--- src/host_bus_consts.svh ---
// Register offsets, field positions and reset values of the host register port.
// Assumes the host address lines A1..A5 arrive as a 5-bit word index.
`ifndef HOST_BUS_CONSTS_SVH
`define HOST_BUS_CONSTS_SVH

// ----------------------------------------
// Register offsets
// ----------------------------------------
`define ADDR_PORT_LINE_DATA      5'h00
`define ADDR_PORT_EDGE_SELECT    5'h01
`define ADDR_PORT_DIRECTION      5'h02
`define ADDR_SERIAL_CONTROL      5'h0C
`define ADDR_SERIAL_RX_STATUS    5'h15
`define ADDR_SERIAL_TX_STATUS    5'h16
`define ADDR_SERIAL_DATA         5'h17

// ----------------------------------------
// Reset values and writable masks
// ----------------------------------------
`define RESET_BYTE               8'h00
`define SERIAL_CONTROL_MASK      8'hFE
`define RX_STATUS_WR_MASK        8'h03
`define TX_STATUS_WR_MASK        8'h2F

// ----------------------------------------
// Field positions
// ----------------------------------------
`define TXST_ENABLE_BIT          0
`define TXST_STATE_LSB           1
`define TXST_STATE_MSB           2
`define TXST_AUTO_TURN_BIT       5
`define RX_FLAG_OVERRUN_BIT      4
`define RX_FLAG_FRAME_BIT        2
`define TX_FLAG_UNDERRUN_BIT     1

`endif

--- src/host_bus_pkg.sv ---
// Types shared by the host register port and its sub-blocks.
// Assumes nothing beyond a SystemVerilog compiler.
package host_bus_pkg;

    typedef enum {
        BUS_IDLE,
        BUS_READ,
        BUS_WRITE,
        BUS_RELEASE
    } bus_state_t;

    typedef enum logic [1:0] {
        OUT_HIZ  = 2'b00,
        OUT_LOW  = 2'b01,
        OUT_HIGH = 2'b10,
        OUT_LOOP = 2'b11
    } out_state_t;

endpackage

--- src/port_ctl_if.sv ---
// Carriers between the register file and the port and serial line blocks.
// Assumes all parties share one clock.
`timescale 1ns/10ps

interface gpio_ctl_if #(parameter int WIDTH = 8);
    logic [WIDTH-1:0] dir;
    logic [WIDTH-1:0] edge_sel;
    logic [WIDTH-1:0] data_out;
    logic [WIDTH-1:0] pin_level;
    logic [WIDTH-1:0] edge_event;
    modport regs (output dir, output edge_sel, output data_out,
                  input pin_level, input edge_event);
    modport port (input dir, input edge_sel, input data_out,
                  output pin_level, output edge_event);
endinterface

interface serial_ctl_if;
    logic                    tx_enable;
    host_bus_pkg::out_state_t out_state;
    modport regs (output tx_enable, output out_state);
    modport line (input tx_enable, input out_state);
endinterface

--- src/host_bus_gpio_serial_regs.sv ---
// Host register port: strobe handshake, port and serial unit registers.
// Assumes host strobes are synchronous to clk and the address holds through an access.
`include "host_bus_consts.svh"
`timescale 1ns/10ps

module host_bus_gpio_serial_regs #(
    parameter int WIDTH = 8
) (
    input  wire logic             clk,
    input  wire logic             rst,
    input  wire logic             chip_select_n,
    input  wire logic             data_strobe_n,
    input  wire logic             read_not_write,
    input  wire logic [4:0]       reg_addr,
    input  wire logic [7:0]       host_data_bus_in,
    output logic      [7:0]       host_data_bus_out,
    output logic                  host_data_bus_oe,
    output logic                  transfer_ack_n,
    output logic                  transfer_ack_oe,
    input  wire logic [WIDTH-1:0] port_pins_in,
    output logic      [WIDTH-1:0] port_pins_out,
    output logic      [WIDTH-1:0] port_pins_oe,
    output logic      [WIDTH-1:0] port_edge_event,
    output logic      [7:0]       serial_control_q,
    output logic      [1:0]       rx_control_q,
    output logic      [7:0]       tx_control_q,
    input  wire logic [5:0]       rx_status_flags,
    input  wire logic [2:0]       tx_status_flags,
    input  wire logic [7:0]       rx_byte,
    output logic      [7:0]       tx_byte,
    output logic                  tx_load,
    output logic                  rx_read,
    output logic                  rx_error,
    output logic                  tx_error,
    input  wire logic             tx_engine_bit,
    input  wire logic             serial_in,
    output logic                  serial_out,
    output logic                  serial_out_oe,
    output logic                  rx_line
);
    // ----------------------------------------
    // Declarations
    // ----------------------------------------
    host_bus_pkg::bus_state_t state_r;
    host_bus_pkg::bus_state_t state_nxt;
    logic             sel;
    logic [7:0]       rd_nxt;
    logic [7:0]       wr_data_r;
    logic [4:0]       wr_addr_r;
    logic             wr_commit;
    logic             rd_start;
    logic [WIDTH-1:0] dir_r;
    logic [WIDTH-1:0] edge_sel_r;
    logic [WIDTH-1:0] data_out_r;
    logic [7:0]       ucr_r;
    logic [1:0]       rx_ctl_r;
    logic [7:0]       tx_ctl_r;

    gpio_ctl_if #(.WIDTH(WIDTH)) gpio_ctl ();
    serial_ctl_if                ser_ctl ();

    assign gpio_ctl.dir      = dir_r;
    assign gpio_ctl.edge_sel = edge_sel_r;
    assign gpio_ctl.data_out = data_out_r;
    assign ser_ctl.tx_enable = tx_ctl_r[`TXST_ENABLE_BIT];
    assign ser_ctl.out_state =
        host_bus_pkg::out_state_t'(tx_ctl_r[`TXST_STATE_MSB:`TXST_STATE_LSB]);

    // ----------------------------------------
    // Strobe handshake
    // ----------------------------------------
    assign sel = ~chip_select_n & ~data_strobe_n;

    always_comb begin
        state_nxt = state_r;
        unique case (state_r)
            host_bus_pkg::BUS_IDLE: begin
                if (sel && read_not_write) begin
                    state_nxt = host_bus_pkg::BUS_READ;
                end else if (sel) begin
                    state_nxt = host_bus_pkg::BUS_WRITE;
                end
            end
            host_bus_pkg::BUS_READ: begin
                if (!sel) begin
                    state_nxt = host_bus_pkg::BUS_RELEASE;
                end
            end
            host_bus_pkg::BUS_WRITE: begin
                if (data_strobe_n || chip_select_n) begin
                    state_nxt = host_bus_pkg::BUS_RELEASE;
                end
            end
            host_bus_pkg::BUS_RELEASE: begin
                state_nxt = host_bus_pkg::BUS_IDLE;
            end
        endcase
    end

    assign wr_commit = (state_r == host_bus_pkg::BUS_WRITE)
                     && (state_nxt == host_bus_pkg::BUS_RELEASE);
    assign rd_start  = (state_r == host_bus_pkg::BUS_IDLE)
                     && (state_nxt == host_bus_pkg::BUS_READ);

    always_ff @(posedge clk) begin
        if (rst) begin
            state_r <= host_bus_pkg::BUS_IDLE;
        end else begin
            state_r <= state_nxt;
        end
    end

    // Acknowledge driven high for one cycle before floating, so the line
    // does not rely on a slow pull-up to return inactive.
    always_ff @(posedge clk) begin
        if (rst) begin
            transfer_ack_n  <= 1'b1;
            transfer_ack_oe <= 1'b0;
        end else begin
            transfer_ack_n  <= !(state_nxt == host_bus_pkg::BUS_READ
                               || state_nxt == host_bus_pkg::BUS_WRITE);
            transfer_ack_oe <= (state_nxt != host_bus_pkg::BUS_IDLE);
        end
    end

    always_ff @(posedge clk) begin
        if (rst) begin
            host_data_bus_oe  <= 1'b0;
            host_data_bus_out <= `RESET_BYTE;
        end else begin
            host_data_bus_oe  <= (state_nxt == host_bus_pkg::BUS_READ);
            host_data_bus_out <= rd_nxt;
        end
    end

    // Write data is the last bus sample taken while the strobe was low
    always_ff @(posedge clk) begin
        if (rst) begin
            wr_data_r <= `RESET_BYTE;
            wr_addr_r <= 5'h00;
        end else if (state_nxt == host_bus_pkg::BUS_WRITE) begin
            wr_data_r <= host_data_bus_in;
            wr_addr_r <= reg_addr;
        end
    end

    // ----------------------------------------
    // Read multiplexer
    // ----------------------------------------
    always_comb begin
        rd_nxt = `RESET_BYTE;
        unique case (reg_addr)
            `ADDR_PORT_LINE_DATA:   rd_nxt = gpio_ctl.pin_level;
            `ADDR_PORT_EDGE_SELECT: rd_nxt = edge_sel_r;
            `ADDR_PORT_DIRECTION:   rd_nxt = dir_r;
            `ADDR_SERIAL_CONTROL:   rd_nxt = ucr_r & `SERIAL_CONTROL_MASK;
            `ADDR_SERIAL_RX_STATUS: rd_nxt = {rx_status_flags, rx_ctl_r};
            `ADDR_SERIAL_TX_STATUS: rd_nxt = {tx_status_flags[2:1],
                                              tx_ctl_r[`TXST_AUTO_TURN_BIT],
                                              tx_status_flags[0],
                                              tx_ctl_r[3:0]};
            `ADDR_SERIAL_DATA:      rd_nxt = rx_byte;
            default:                rd_nxt = `RESET_BYTE;
        endcase
    end

    // ----------------------------------------
    // Port registers
    // ----------------------------------------
    always_ff @(posedge clk) begin
        if (rst) begin
            data_out_r <= `RESET_BYTE;
            edge_sel_r <= `RESET_BYTE;
            dir_r      <= `RESET_BYTE;
        end else if (wr_commit) begin
            if (wr_addr_r == `ADDR_PORT_LINE_DATA) begin
                data_out_r <= wr_data_r;
            end
            if (wr_addr_r == `ADDR_PORT_EDGE_SELECT) begin
                edge_sel_r <= wr_data_r;
            end
            if (wr_addr_r == `ADDR_PORT_DIRECTION) begin
                dir_r <= wr_data_r;
            end
        end
    end

    // ----------------------------------------
    // Serial unit registers
    // ----------------------------------------
    always_ff @(posedge clk) begin
        if (rst) begin
            ucr_r    <= `RESET_BYTE;
            rx_ctl_r <= 2'h0;
            tx_ctl_r <= `RESET_BYTE;
        end else if (wr_commit) begin
            if (wr_addr_r == `ADDR_SERIAL_CONTROL) begin
                ucr_r <= wr_data_r & `SERIAL_CONTROL_MASK;
            end
            if (wr_addr_r == `ADDR_SERIAL_RX_STATUS) begin
                rx_ctl_r <= wr_data_r[1:0];
            end
            if (wr_addr_r == `ADDR_SERIAL_TX_STATUS) begin
                tx_ctl_r <= wr_data_r & `TX_STATUS_WR_MASK;
            end
        end
    end

    always_ff @(posedge clk) begin
        if (rst) begin
            tx_byte <= `RESET_BYTE;
            tx_load <= 1'b0;
            rx_read <= 1'b0;
        end else begin
            tx_load <= wr_commit && (wr_addr_r == `ADDR_SERIAL_DATA);
            rx_read <= rd_start && (reg_addr == `ADDR_SERIAL_DATA);
            if (wr_commit && (wr_addr_r == `ADDR_SERIAL_DATA)) begin
                tx_byte <= wr_data_r;
            end
        end
    end

    // Flags track the live boundary status; capture is left to the
    // interrupt controller, which is why nothing here is sticky.
    always_ff @(posedge clk) begin
        if (rst) begin
            rx_error <= 1'b0;
            tx_error <= 1'b0;
        end else begin
            rx_error <= |rx_status_flags[`RX_FLAG_OVERRUN_BIT:`RX_FLAG_FRAME_BIT];
            tx_error <= tx_status_flags[`TX_FLAG_UNDERRUN_BIT];
        end
    end

    always_ff @(posedge clk) begin
        if (rst) begin
            serial_control_q <= `RESET_BYTE;
            rx_control_q     <= 2'h0;
            tx_control_q     <= `RESET_BYTE;
            port_edge_event  <= `RESET_BYTE;
        end else begin
            serial_control_q <= ucr_r;
            rx_control_q     <= rx_ctl_r;
            tx_control_q     <= tx_ctl_r;
            port_edge_event  <= gpio_ctl.edge_event;
        end
    end

    // ----------------------------------------
    // Sub-blocks
    // ----------------------------------------
    gpio_port #(.WIDTH(WIDTH)) u_gpio (
        .clk      (clk),
        .rst      (rst),
        .ctl      (gpio_ctl.port),
        .pins_in  (port_pins_in),
        .pins_out (port_pins_out),
        .pins_oe  (port_pins_oe)
    );

    serial_line u_line (
        .clk           (clk),
        .rst           (rst),
        .ctl           (ser_ctl.line),
        .tx_engine_bit (tx_engine_bit),
        .serial_in     (serial_in),
        .serial_out    (serial_out),
        .serial_out_oe (serial_out_oe),
        .rx_line       (rx_line)
    );
endmodule

--- src/gpio_port.sv ---
// General purpose lines: direction, output drive, level sampling, edge events.
// Assumes pin inputs are synchronous to clk.
`timescale 1ns/10ps

module gpio_port #(
    parameter int WIDTH = 8
) (
    input  wire logic             clk,
    input  wire logic             rst,
    gpio_ctl_if.port              ctl,
    input  wire logic [WIDTH-1:0] pins_in,
    output logic      [WIDTH-1:0] pins_out,
    output logic      [WIDTH-1:0] pins_oe
);
    logic [WIDTH-1:0] level_r;
    logic [WIDTH-1:0] prev_r;
    logic [WIDTH-1:0] event_r;

    assign ctl.pin_level  = level_r;
    assign ctl.edge_event = event_r;

    genvar i;
    generate
        for (i = 0; i < WIDTH; i++) begin : g_line
            always_ff @(posedge clk) begin
                if (rst) begin
                    level_r[i]  <= 1'b0;
                    prev_r[i]   <= 1'b0;
                    event_r[i]  <= 1'b0;
                    pins_out[i] <= 1'b0;
                    pins_oe[i]  <= 1'b0;
                end else begin
                    // Output lines read back what they drive
                    level_r[i]  <= ctl.dir[i] ? ctl.data_out[i] : pins_in[i];
                    prev_r[i]   <= level_r[i];
                    event_r[i]  <= ctl.edge_sel[i] ? (level_r[i] & ~prev_r[i])
                                                   : (~level_r[i] & prev_r[i]);
                    pins_out[i] <= ctl.data_out[i];
                    pins_oe[i]  <= ctl.dir[i];
                end
            end
        end
    endgenerate

endmodule

--- src/serial_line.sv ---
// Serial output pin steering: transmitter bit when enabled, else fixed state.
// Assumes the shift engine outside supplies tx_engine_bit.
`timescale 1ns/10ps

module serial_line (
    input  wire logic clk,
    input  wire logic rst,
    serial_ctl_if.line ctl,
    input  wire logic tx_engine_bit,
    input  wire logic serial_in,
    output logic      serial_out,
    output logic      serial_out_oe,
    output logic      rx_line
);
    always_ff @(posedge clk) begin
        if (rst) begin
            serial_out    <= 1'b1;
            serial_out_oe <= 1'b0;
            rx_line       <= 1'b1;
        end else if (ctl.tx_enable) begin
            serial_out    <= tx_engine_bit;
            serial_out_oe <= 1'b1;
            rx_line       <= (ctl.out_state == host_bus_pkg::OUT_LOOP) ? tx_engine_bit
                                                                       : serial_in;
        end else begin
            unique case (ctl.out_state)
                host_bus_pkg::OUT_HIZ: begin
                    serial_out    <= 1'b1;
                    serial_out_oe <= 1'b0;
                end
                host_bus_pkg::OUT_LOW: begin
                    serial_out    <= 1'b0;
                    serial_out_oe <= 1'b1;
                end
                host_bus_pkg::OUT_HIGH, host_bus_pkg::OUT_LOOP: begin
                    serial_out    <= 1'b1;
                    serial_out_oe <= 1'b1;
                end
            endcase
            // Loopback feeds the receiver from the idle-high transmitter side
            rx_line <= (ctl.out_state == host_bus_pkg::OUT_LOOP) ? 1'b1 : serial_in;
        end
    end

endmodule

--- config.mk ---
export PLATFORM = sky130hd
export DESIGN_NAME = host_bus_gpio_serial_regs
export DESIGN_NICKNAME = d
export VERILOG_FILES = /design/src/host_bus_pkg.sv /design/src/port_ctl_if.sv /design/src/host_bus_gpio_serial_regs.sv /design/src/gpio_port.sv /design/src/serial_line.sv
export VERILOG_INCLUDE_DIRS = /design/src
export SDC_FILE = /design/constraint.sdc
export NUM_CORES = 1
export LEC_CHECK = 0
export ABC_AREA = 1
export BUFFER_PORTS_ARGS = -buffer_cell sky130_fd_sc_hd__buf_4
export CAP_MARGIN = 20
export CORE_MARGIN = 8
export CORE_UTILIZATION = 45
export DETAILED_ROUTE_END_ITERATION = 6
export GPL_TIMING_DRIVEN = 0
export PLACE_DENSITY = 0.66
export SYNTH_ARGS = -nofsm -noshare
export SYNTH_HDL_FRONTEND = slang
export SYNTH_SLANG_ARGS = --single-unit
--- constraint.sdc ---
create_clock -name clk -period 2.4 [get_ports clk]
set_input_delay 0.24 -clock clk [delete_from_list [all_inputs] [get_ports clk]]
set_output_delay 0.24 -clock clk [all_outputs]
set_load 0.01 [all_outputs]
Word-level counts from Yosys, hierarchy flattened
Index checks and enable logic that the tools add are counted.
{ "word_totals": {"out_inout_bits": 68, "ramBits": 0, "word_cells": 174, "in_bits": 45, "regBits": 171, "latch_bits": 0, "rom_bits": 0, "n_memories": 0} }
{ "classes": {"reduce_logical": 23, "div": 0, "shifts": 0, "bitwise": 35, "n_eq_ne": 22, "muxes": 29, "n_mul": 0, "order_cmp": 0, "n_addsub": 0} }
{ "ops": {"columns": ["operator", "n"], "rows": [
  ["two-way mux 32 bit", 4],
  ["one-hot mux 32 bit (4 select lines)", 1],
  ["equality test 32 x 2 -> 1 bit, second input constant", 3],
  ["equality test 32 x 3 -> 1 bit, second input constant", 3],
  ["zero test 32 bit", 2],
  ["one-hot mux 8 bit (7 select lines)", 1],
  ["equality test 32 x 1 -> 1 bit, second input constant", 1],
  ["nonzero test 32 bit", 1],
  ["equality test 5 bit, second input constant", 6],
  ["two-way mux 1 bit", 21],
  ["NOT 1 bit", 18],
  ["AND 1 bit", 17],
  ["AND reduction 2 bit", 6],
  ["equality test 5 x 1 -> 1 bit, second input constant", 2],
  ["equality test 5 x 2 -> 1 bit, second input constant", 2],
  ["equality test 5 x 4 -> 1 bit, second input constant", 2],
  ["zero test 5 bit", 2],
  ["OR reduction 3 bit", 3],
  ["logical AND 1 bit", 5],
  ["equality test 2 bit, second input constant", 2],
  ["one-hot mux 1 bit (2 select lines)", 2],
  ["equality test 2 x 1 -> 1 bit, second input constant", 1],
  ["zero test 2 bit", 1],
  ["logical OR 1 bit", 2],
  ["zero test 1 bit", 1]
]} }

Logic depth before layout (Yosys ltp)
Gate-level depths: netlist (run 1).
{ "logic_depth": {"word_depth": 8, "depth_mapped": 13, "depth_no_buf": 13} }

Hierarchy
A second synthesis (run 1) with hierarchy kept.
{ "hier_totals": {"hier_cells": 883, "area_unflattened_um2": 6707.7} }
{ "by_module_without_submodules": {"columns": ["module", "cells_each", "seq_area_each_um2", "n_inst", "area_each_um2"], "rows": [
  ["host_bus_gpio_serial_regs", 683, 2562.5, 1, 5152.4],
  ["gpio_port", 181, 800.8, 1, 1426.4],
  ["serial_line", 19, 60.1, 1, 128.9]
]} }

Worst setup path after synthesis (run 1)
OpenSTA, ideal clock, no wires.
{ "synth_path": {"path_kind": "input -> register", "from": "input data_strobe_n", "to": "register wr_data_r[0]", "setup_ps": 113, "stages": 12, "path_slack_ps": 858, "n_path_buf": 3, "arrival_ps": 1429, "required_ps": 2287, "cell_sequence": "inv_1 > nand2_2 > buf_6 > buf_6 > o21ai_2 > nand4_2 > nand3b_1 > nor2_2 > buf_6 > nand3_1 > nand2_1 > nor2_1"} }
{ "synth_between": {"elab_chain_len": 6, "elab_cells_between_ends": 10, "cone_classes": "1 x eq/ne; 5 x mux; 2 x bitwise; 2 x reduce/logical"} }
{ "synth_rtl": {"columns": ["element", "line_no", "rtl"], "rows": [
  ["start, declared", "host_bus_gpio_serial_regs.sv:12", "input wire logic data_strobe_n,"],
  ["NOT 1 bit", "host_bus_gpio_serial_regs.sv:72", "assign sel = ~chip_select_n & ~data_strobe_n;"],
  ["AND 1 bit", "host_bus_gpio_serial_regs.sv:72", null],
  ["two-way mux 32 bit / logical AND 1 bit (equally long branches)", "host_bus_gpio_serial_regs.sv:80, host_bus_gpio_serial_regs.sv:78", null],
  ["two-way mux 32 bit", "host_bus_gpio_serial_regs.sv:78", "if (sel && read_not_write) begin"],
  ["one-hot mux 32 bit (4 select lines) *", "host_bus_gpio_serial_regs.sv:76", "unique case (state_r)"],
  ["equality test 32 x 3 -> 1 bit *", "host_bus_gpio_serial_regs.sv:141", "end else if (state_nxt == host_bus_pkg::BUS_WRITE) begin"],
  ["end signal, assigned", "host_bus_gpio_serial_regs.sv:139", "wr_data_r <= `RESET_BYTE;"],
  ["end signal, assigned", "host_bus_gpio_serial_regs.sv:142", "wr_data_r <= host_data_bus_in;"],
  ["end, declared", "host_bus_gpio_serial_regs.sv:48", "logic [7:0] wr_data_r;"]
]} }
Mark *: on every way between the ends. The rest lies on a longest branch, timed or not.
A chain may end at the register's enable or synchronous reset.

Final worst setup path (run 1)
{ "layout_path": {"from": "register state_r[20]", "to": "register wr_data_r[0]"} }
{ "layout_between": {"elab_chain_len": 4, "elab_cells_between_ends": 10, "cone_classes": "4 x eq/ne; 5 x mux; 1 x reduce/logical"} }
{ "layout_rtl": {"columns": ["element", "line_no", "rtl"], "rows": [
  ["start, declared", "host_bus_gpio_serial_regs.sv:44", "host_bus_pkg::bus_state_t state_r;"],
  ["start signal, assigned", "host_bus_gpio_serial_regs.sv:107", "state_r <= host_bus_pkg::BUS_IDLE;"],
  ["start signal, assigned", "host_bus_gpio_serial_regs.sv:109", "state_r <= state_nxt;"],
  ["branches (longest 2 deep; another with equality test 32 x 2 -> 1 bit)", null, null],
  ["one-hot mux 32 bit (4 select lines) *", "host_bus_gpio_serial_regs.sv:76", null],
  ["equality test 32 x 3 -> 1 bit *", "host_bus_gpio_serial_regs.sv:141", null]
]} }
Mark *: on every way between the ends.

==> impl_metrics.ini, run 1 <==
[run_status]
status = finished, final reports clean

[finish]
fin_area_um2 = 8010
diodes = 0
final_net_count = 1003
fill_cells = 1307
synthToLayoutAreaGrowth_pct = 25.5
final_layout_size_suffix_gt1_frac = 0.186
post-route-util = 0.577
mostFrequentLayoutCells = nand2_1, dfxtp_1, nor2_1, buf_4, inv_1

[clock_network]
cts_buffer_depth = 2
cts_resized = 0
cts_tree = built
cts_sinks = 171
path_clk_slew_ps = 60
cts_made_buffers = 17
cts-root-buf = clkbuf_16
postCtsHoldBufs = 0
post_cts_buffers = 0
cts_htree_levels = 4
clock_latency_ps = 430

[logic_synthesis]
synth.distinct_cells = 38
synth-seq-cells = 171
synth_ff_type = dfxtp_1
synth_enable_flop_cells = 0
syn_area_um2 = 6380
synth_top_area_frac = 0.537
async_flop_share = 0
ys.warnings.count = 0
synth.avg_cell_area_um2 = 7.70
synth.area.top_cells = dfxtp_1, nand2_1, nor2_1
synth_seq_area_share = 0.537
synthCells = 828
synth_top_cell_by_area = dfxtp_1

[sta]
finalCritPeriodShare = 0.767
worst_pin_slew_ps = 752
final_hold_viol_count = 0
relSlewSlack = 0.498
drv_slew = 0
rsz0062_at_grt = false
clock_skew_ps = 10.5
setup_viol = 0
setup_ws_ps = 559
max_freq_ghz = 0.543
min_period_ps = 1840
tns_ps = 0

[routing]
drt_iter0_drc = 411
drc = 0
wl_per_cell_um = 15.2
vias = 5604
totalWireLength_mm = 17.4
first_pass_iters = 6
ant_nets = 0
vias_per_cell = 4.88

[worst_setup_path]
cp_top_family = simple AND/OR/NAND/NOR gates
cp_cell_sequence = inv_2 -> nand2_1 -> nor2_1 -> nand2_1 -> nor2_4 -> nand3_1 -> nand2_1 -> nand2_1 -> nor2_2 -> buf_6 -> nand3_1 -> nand2_1 -> nor2_1
slowest_stage = dfxtp_1
path_depth = 13
arrival_ps = 2160
path_buf_inv = 2
crit_path_frequent_cell = nand2_1
path_class = register to register
reg2regPathDepth = 13
crit_fanout = 10
crit_path_max_incr_delay_ps = 320
endpoint_kind = register
cp.required_ps = 2720
start_kind = register

[global_route]
grtUsageMet2 = 0.287
grt-busiest-layer = met2
grt_pass1_wl_mm = 27.5
grt_pass1_vias = 5216
grt.met3_usage = 0.0542
grt_remaining_overflow = 0
use_met1 = 0.259
grt_antenna_before_repair = 0
grt_max_degree = 17
track_usage = 0.193

[power]
p_sw_mw = 2.14
pwr-share-clk = 0.375
leakage_nw = 3.38
seq_power_share = 0.450
p_int_mw = 5.12
p_per_area_nw_per_um2 = 907
ir_drop_mv = 0.609
p_sw_frac = 0.295
p_comb_frac = 0.174

[run]
drv_cap = 0

[hold_path]
holdCritPathClass = input port to register
min_path_cells = 3

[placement]
port_buffers = 108
routabilityCongestion = 0.884
place_ws_ps = 505
dpl_cell_area_um2 = 7420
place_hpwl_mm = 12.8

[die]
die_h_um = 135
die_w_um = 135
dieArea_um2 = 18200
core_um2 = 13900
start_util = 0.459
fp-row-count = 43
io_pins = 113
## sequential cells by signal, summed over array words and instances, names as in the netlist, 8 cells and up
| name | cells |
|---|---|
| u_gpio.ctl.edge_event | 8 |
| u_gpio.ctl.pin_level | 8 |
| port_edge_event | 8 |
| edge_sel_r | 8 |
| data_out_r | 8 |
| dir_r | 8 |
| state_r | 32 |
| u_gpio.pins_oe | 8 |
| u_gpio.prev_r | 8 |
| host_data_bus_out | 8 |
| u_gpio.pins_out | 8 |
| wr_data_r | 8 |
| tx_byte | 8 |
## power groups by stage
stage / clock network [mW] / logic [mW] / registers, mW
3_3_place_gp: 0 / 1.24 / 3.33
6_report: 2.72 / 1.27 / 3.27
2_1_floorplan: 0 / 0.906 / 3.23
5_1_grt: 2.87 / 1.41 / 3.29
3_5_place_dp: 0 / 1.25 / 3.32
4_1_cts: 2.77 / 1.26 / 3.26
## per-stage QoR
stage	hold WS (ps)	power, mW	cells
2_1_floorplan	360	4.14	831
3_3_place_gp	391	4.56	1119
3_5_place_dp	394	4.58	1119
4_1_cts	31.1	7.29	1149
5_1_grt	66.7	7.57	1149
6_report	42.3	7.26	1149
## logic make-up after synthesis
family / count (synthesis) / share of synthesized area
AOI/OAI and AO/OA: 123 / 0.107
buffers and inverters: 139 / 0.0912
DFF: 171 / 0.537
other: 1 / 0.000588
and+or+nand+nor: 394 / 0.264
## layer usage
| metal | vias to the layer above | routed length, um |
|---|---|---|
| li1 | 2864 | - |
| met1 | 2521 | 8300 |
| met2 | 187 | 7460 |
| met3 | 32 | 1310 |
| met4 | 0 | 372 |
| met5 | - | 0 |
## worst register-to-register path, delay by kind of cell (launching register included)
kind / cells / cell delay (ps)
buffers and inverters: 2 / 230
flip-flops: 1 / 320
AND/OR/NAND/NOR: 11 / 1190
## final timing paths
| path | slack (ps) | endpoint | from |
|---|---|---|---|
| min | 40 | tx_error | tx_status_flags[1] |
| max reg2reg | 560 | wr_data_r[0] | state_r[20] |
| min reg2reg | 400 | port_edge_event[1] | u_gpio.ctl.edge_event[1] |
| max | 560 | wr_data_r[0] | state_r[20] |
## cell type report
| class | instances | area (um2) | share of cell area |
|---|---|---|---|
| inverters | 109 | 409 | 0.0511 |
| clock buffers | 20 | 437 | 0.0545 |
| flip-flops and latches | 171 | 3420 | 0.428 |
| repair buffers | 108 | 811 | 0.101 |
| plain buffers | 30 | 173 | 0.0216 |
| multi-input cells | 521 | 2380 | 0.298 |
| well taps | 180 | 225 | 0.0281 |
| clock inverters | 10 | 145 | 0.0181 |
## cells in the mapped netlist, types with 2 or more instances
master and number:
a21oi_1 67, a221oi_1 2, a22oi_1 2, a31oi_1 4
buf_4 6, buf_6 5, clkbuf_1 19, dfxtp_1 171
inv_1 98, inv_2 10, nand2_1 171, nand2_2 5
nand3_1 30, nand3_2 6, nand4_1 3, nor2_1 133
nor2_2 5, nor2_4 2, nor3_1 31, nor4_1 2
o21a_1 6, o21ai_0 28, o221ai_1 2, o22ai_1 6
(Power assumes the default switching activity.)
==> run 2: changes to the inputs <==
clock period = 1.8 ns   (was 2.4 ns; I/O delays follow)
==> run 2 against run 1 <==
Effect of this change:
- core utilization increased by 3.0 points
- total power is 38% higher
- critical path depth is 1 lower
- clock skew rose by 0.88 ps
- non-clock buffer count increased by 12
- cell count rose by 1.0%
- flip-flop and latch count unchanged
- worst hold slack got worse by 26 ps
- combinational power up 56%
- critical endpoint is now tx_byte[1]
==> impl_metrics.ini, run 2 (synthesized netlist as in run 1, its figures left out) <==
[worst_setup_path]
endpoint_kind = register
slowest_stage = dfxtp_1
path_class = register to register
cp_cell_sequence = inv_1 -> nand2_2 -> nor2_2 -> nand2_4 -> nor2_4 -> inv_4 -> nor2_8 -> buf_12 -> nand3_4 -> buf_12 -> nand2_4 -> a21oi_2
crit_fanout = 6
cp_top_family = simple AND/OR/NAND/NOR gates
path_buf_inv = 4
crit_path_max_incr_delay_ps = 310
cp.required_ps = 2080
arrival_ps = 2080
start_kind = register

[finish]
finalNonFillerCells = 1161
largest_register_ffs = 32
final_common_cell = dfxtp_1
diodes = 0
fin_area_um2 = 8420
fill_cells = 1247
final_net_count = 1015
synthToLayoutAreaGrowth_pct = 32.1
final_layout_size_suffix_gt1_frac = 0.248
top_register = state_r
mostFrequentLayoutCells = dfxtp_1, nand2_1, nor2_1, buf_4, inv_1

[sta]
clock_skew_ps = 11.4
relSlewSlack = 0.502
min_period_ps = 1800
worst_pin_slew_ps = 743
rsz0062_at_grt = true
setup_ws_ps = 4.20
final_hold_viol_count = 0
setup_viol = 0
tns_ps = 0
finalCritPeriodShare = 0.998
drv_slew = 0
max_freq_ghz = 0.557

[placement]
place_ws_ps = -35.2
dpl_cell_area_um2 = 7420
routabilityCongestion = 0.884
port_buffers = 108
place_hpwl_mm = 12.8
dp_cells = 1119

[die]
die_w_um = 135
die_h_um = 135
core_um2 = 13900
start_util = 0.459
fp-row-count = 43
io_pins = 113
dieArea_um2 = 18200

[routing]
first_pass_iters = 5
drt_iter0_drc = 445
vias = 5717
wl_per_cell_um = 15.5
totalWireLength_mm = 17.9
vias_per_cell = 4.92
ant_nets = 0
drc = 0

[global_route]
grt_pass1_vias = 5233
grt_antenna_before_repair = 0
grt_max_degree = 17
grt_pass1_wl_mm = 27.6
track_usage = 0.194
grt_remaining_overflow = 0

[power]
seq_power_share = 0.439
p_int_mw = 6.98
p_per_area_nw_per_um2 = 1190
p_sw_mw = 3.03
ir_drop_mv = 0.830
finalPower_mw = 10.0
p_sw_frac = 0.303
leakage_nw = 3.54
pwr-share-clk = 0.363
p_comb_frac = 0.198

[clock_network]
cts_htree_levels = 4
cts-root-buf = clkbuf_16
path_clk_slew_ps = 60
cts_tree = built
cts_made_buffers = 17
cts_buffer_depth = 2
cts_sinks = 171
clock_latency_ps = 430

[run]
drv_cap = 0

[run_status]
status = finished, final reports clean

[hold_path]
holdCritPathClass = input port to register
run 2: cell count changes in the layout (fill, tap and decap cells not counted), moves of 5 or more:
cell,change
nand2_4,+13
a21oi_2,+15
a21oi_1,-15
buf_4,+5
nand2_1,-25
nand2_2,+12
run 2: power groups by stage:
stage / clock network [mW] / registers (mW) / logic [mW]
2_1_floorplan: 0 / 4.31 / 1.21
3_3_place_gp: 0 / 4.43 / 1.65
3_5_place_dp: 0 / 4.43 / 1.67
4_1_cts: 3.69 / 4.35 / 1.70
5_1_grt: 3.82 / 4.41 / 2.17
6_report: 3.64 / 4.39 / 1.98
run 2: final timing paths:
| check | start | endpoint | slack [ps] | depth (start not counted) |
|---|---|---|---|---|
| setup / recovery | state_r[28] | tx_byte[1] | 4 | 12 |
| hold / removal | serial_in | u_line.rx_line | 20 | 3 |
| setup reg to reg | state_r[28] | tx_byte[1] | 4 | 12 |
| hold reg to reg | u_gpio.ctl.edge_event[1] | port_edge_event[1] | 400 | 2 |
run 2: per-stage QoR:
stage	hold slack (ps)	util
4_1_cts	9.92	0.578
2_1_floorplan	300	-
6_report	16.5	0.607
3_5_place_dp	394	0.535
5_1_grt	32.5	0.607
3_3_place_gp	391	0.535
run 2: what timing repair did:
action                                  CTS  global route
pin swaps                                 0            17
resized for setup                         2            86
endpoints found under the setup margin   11            58
setup buffers                             0            11
endpoints found under the hold margin     1             0
hold buffers                              1             0
run 2: tightest hold or removal path, stage by stage:
cell and delay (ps):
buf_4 80, a21oi_1 50, o21ai_0 80
run 2: routing by layer:
metal  global-route usage  part of all wire
met1                0.259              0.47
met2                0.288              0.44
met3               0.0546             0.074
met4               0.0783             0.022
met5                    0                 0
run 2: final cells by class:
type	count	area, um2	share of cell area
Sequential cell	171	3430	0.407
Buffer	30	176	0.0210
Inverter	109	437	0.0519
Tap cell	180	225	0.0267
Clock inverter	10	145	0.0172
Clock buffer	20	437	0.0519
Timing Repair Buffer	120	940	0.112
Multi-Input combinational cell	521	2630	0.313
==> run 3: changes to the inputs <==
BUFFER_PORTS_ARGS = -buffer_cell sky130_fd_sc_hd__buf_2   (was -buffer_cell sky130_fd_sc_hd__buf_4)
SKIP_CTS_REPAIR_TIMING = 1   (was default)
==> run 3 against run 2 <==
Effect of this change:
- the run now ends with negative setup slack left
- via count is 0.51% higher
- worst hold slack got worse by 4.7 ps
- non-clock buffer count rose by 3
- setup slack worse by 6.6 ps
- cell count increased by 0.52%
- die area is the same
- register-to-register slack about the same
- count of clock-buffer cells in the layout shrank 2
- clock power down 3%
- critical path type unchanged
- largest cell class unchanged
==> impl_metrics.ini, run 3 (synthesized netlist as in run 1, its figures left out) <==
[sta]
finalCritPeriodShare = 1.00
worst_pin_slew_ps = 799
setup_viol = 1
min_period_ps = 1800
final_hold_viol_count = 0
setup_ws_ps = -2.41
relSlewSlack = 0.464
drv_slew = 0
clock_skew_ps = 7.75
max_freq_ghz = 0.555
rsz0062_at_grt = true

[finish]
largest_register_ffs = 32
mostFrequentLayoutCells = dfxtp_1, nand2_1, nor2_1, buf_2, inv_1
fill_cells = 1313
top_register = state_r
fin_area_um2 = 8090
final_common_cell = dfxtp_1
seq_area_um2 = 3430
final_layout_size_suffix_gt1_frac = 0.245
synthToLayoutAreaGrowth_pct = 26.8
final_net_count = 1019
multi_input_area_um2 = 2570
diodes = 0

[routing]
vias = 5746
totalWireLength_mm = 18.0
drc = 0
first_pass_iters = 5
ant_nets = 0
wl_per_cell_um = 15.4
vias_per_cell = 4.92
drt_iter0_drc = 567

[placement]
port_buffers = 108
dpl_cell_area_um2 = 7150
routabilityCongestion = 0.862
place_hpwl_mm = 12.7

[die]
io_pins = 113
core_um2 = 13900
die_w_um = 135
fp-row-count = 43
dieArea_um2 = 18200
die_h_um = 135
start_util = 0.459

[power]
finalPower_mw = 9.93
p_per_area_nw_per_um2 = 1230
ir_drop_mv = 0.765
leakage_nw = 3.47

[global_route]
grt_antenna_before_repair = 0
grt_pass1_wl_mm = 27.2
track_usage = 0.193
grt_pass1_vias = 5193
grt_max_degree = 17
grt_remaining_overflow = 0

[worst_setup_path]
path_buf_inv = 3
path_class = register to register
start_kind = register
crit_path_max_incr_delay_ps = 330
endpoint_kind = register
arrival_ps = 2110
cp_cell_sequence = nor2_2 -> and2_4 -> nand2_2 -> nor2_4 -> inv_4 -> nor2_8 -> buf_6 -> nand3_4 -> buf_6 -> nand2_2 -> a21oi_2
cp_top_family = simple AND/OR/NAND/NOR gates
cp.required_ps = 2100
crit_fanout = 7
slowest_stage = dfxtp_2

[run]
drv_cap = 0

[run_status]
status = finished with violations
violations = negative setup slack

[hold_path]
holdCritPathClass = input port to register

[clock_network]
path_clk_slew_ps = 70
cts_sinks = 171
cts_made_buffers = 17
cts_buffer_depth = 2
clock_latency_ps = 440
cts_htree_levels = 4
cts-root-buf = clkbuf_16
cts_tree = built
## run 3: cell types whose count changed in the layout (fill, tap and decap cells not counted), sizes merged
cell and change:
buf +3, clkinv -1, nand3 +1, bufinv -2
clkbuf -2, inv +7
## run 3: where the power goes
part           internal [mW]  leakage (nW)  total, mW  switching, mW
sequential              4.03          1.39       4.37          0.336
clock                   1.94         0.277       3.53           1.59
combinational          0.795          1.81       2.03           1.24
## run 3: layout make-up
| cell class | instances | area share |
|---|---|---|
| buffer | 30 | 0.0218 |
| clock buffer | 18 | 0.0531 |
| clock inverter | 14 | 0.0170 |
| inverter | 109 | 0.0528 |
| multi-input combinational | 522 | 0.318 |
| sequential | 171 | 0.424 |
| tap | 180 | 0.0279 |
| timing repair buffer | 123 | 0.0860 |
## run 3: worst min-delay path: cells and delay by family
family / cells / cell delay, ps
AND/OR/NAND/NOR: 2 / 130
buffers and inverters: 1 / 100
## run 3: routing by layer
metal	vias to the layer above	track usage	wire length, um
met4	0	0.0814	367
met5	-	0	0
met2	215	0.284	7980
met3	28	0.0568	1360
met1	2600	0.256	8320
li1	2903	-	-
## run 3: final timing paths
path | to | from | slack (ps) | cells after the start
worst max-delay path | data_out_r[6] | state_r[25] | -2 | 11
worst max register to register | data_out_r[6] | state_r[25] | -2 | 11
worst min register to register | port_edge_event[7] | u_gpio.ctl.edge_event[7] | 400 | 2
worst min-delay path | rx_error | rx_status_flags[2] | 10 | 3
## run 3: per-stage QoR
step	instances	hold slack, ps	setup WS [ps]	TNS (ps)	util
final	1167	11.8	-2.41	-2.41	0.582
after global routing	1167	23.2	-105	-2710	0.582
after CTS	1151	-27.8	-46.5	-256	0.556
after detailed placement	1119	394	-18.9	-73.4	0.515
after global placement	1119	392	-1.41	-1.41	0.515
after floorplan	831	300	260	0	-
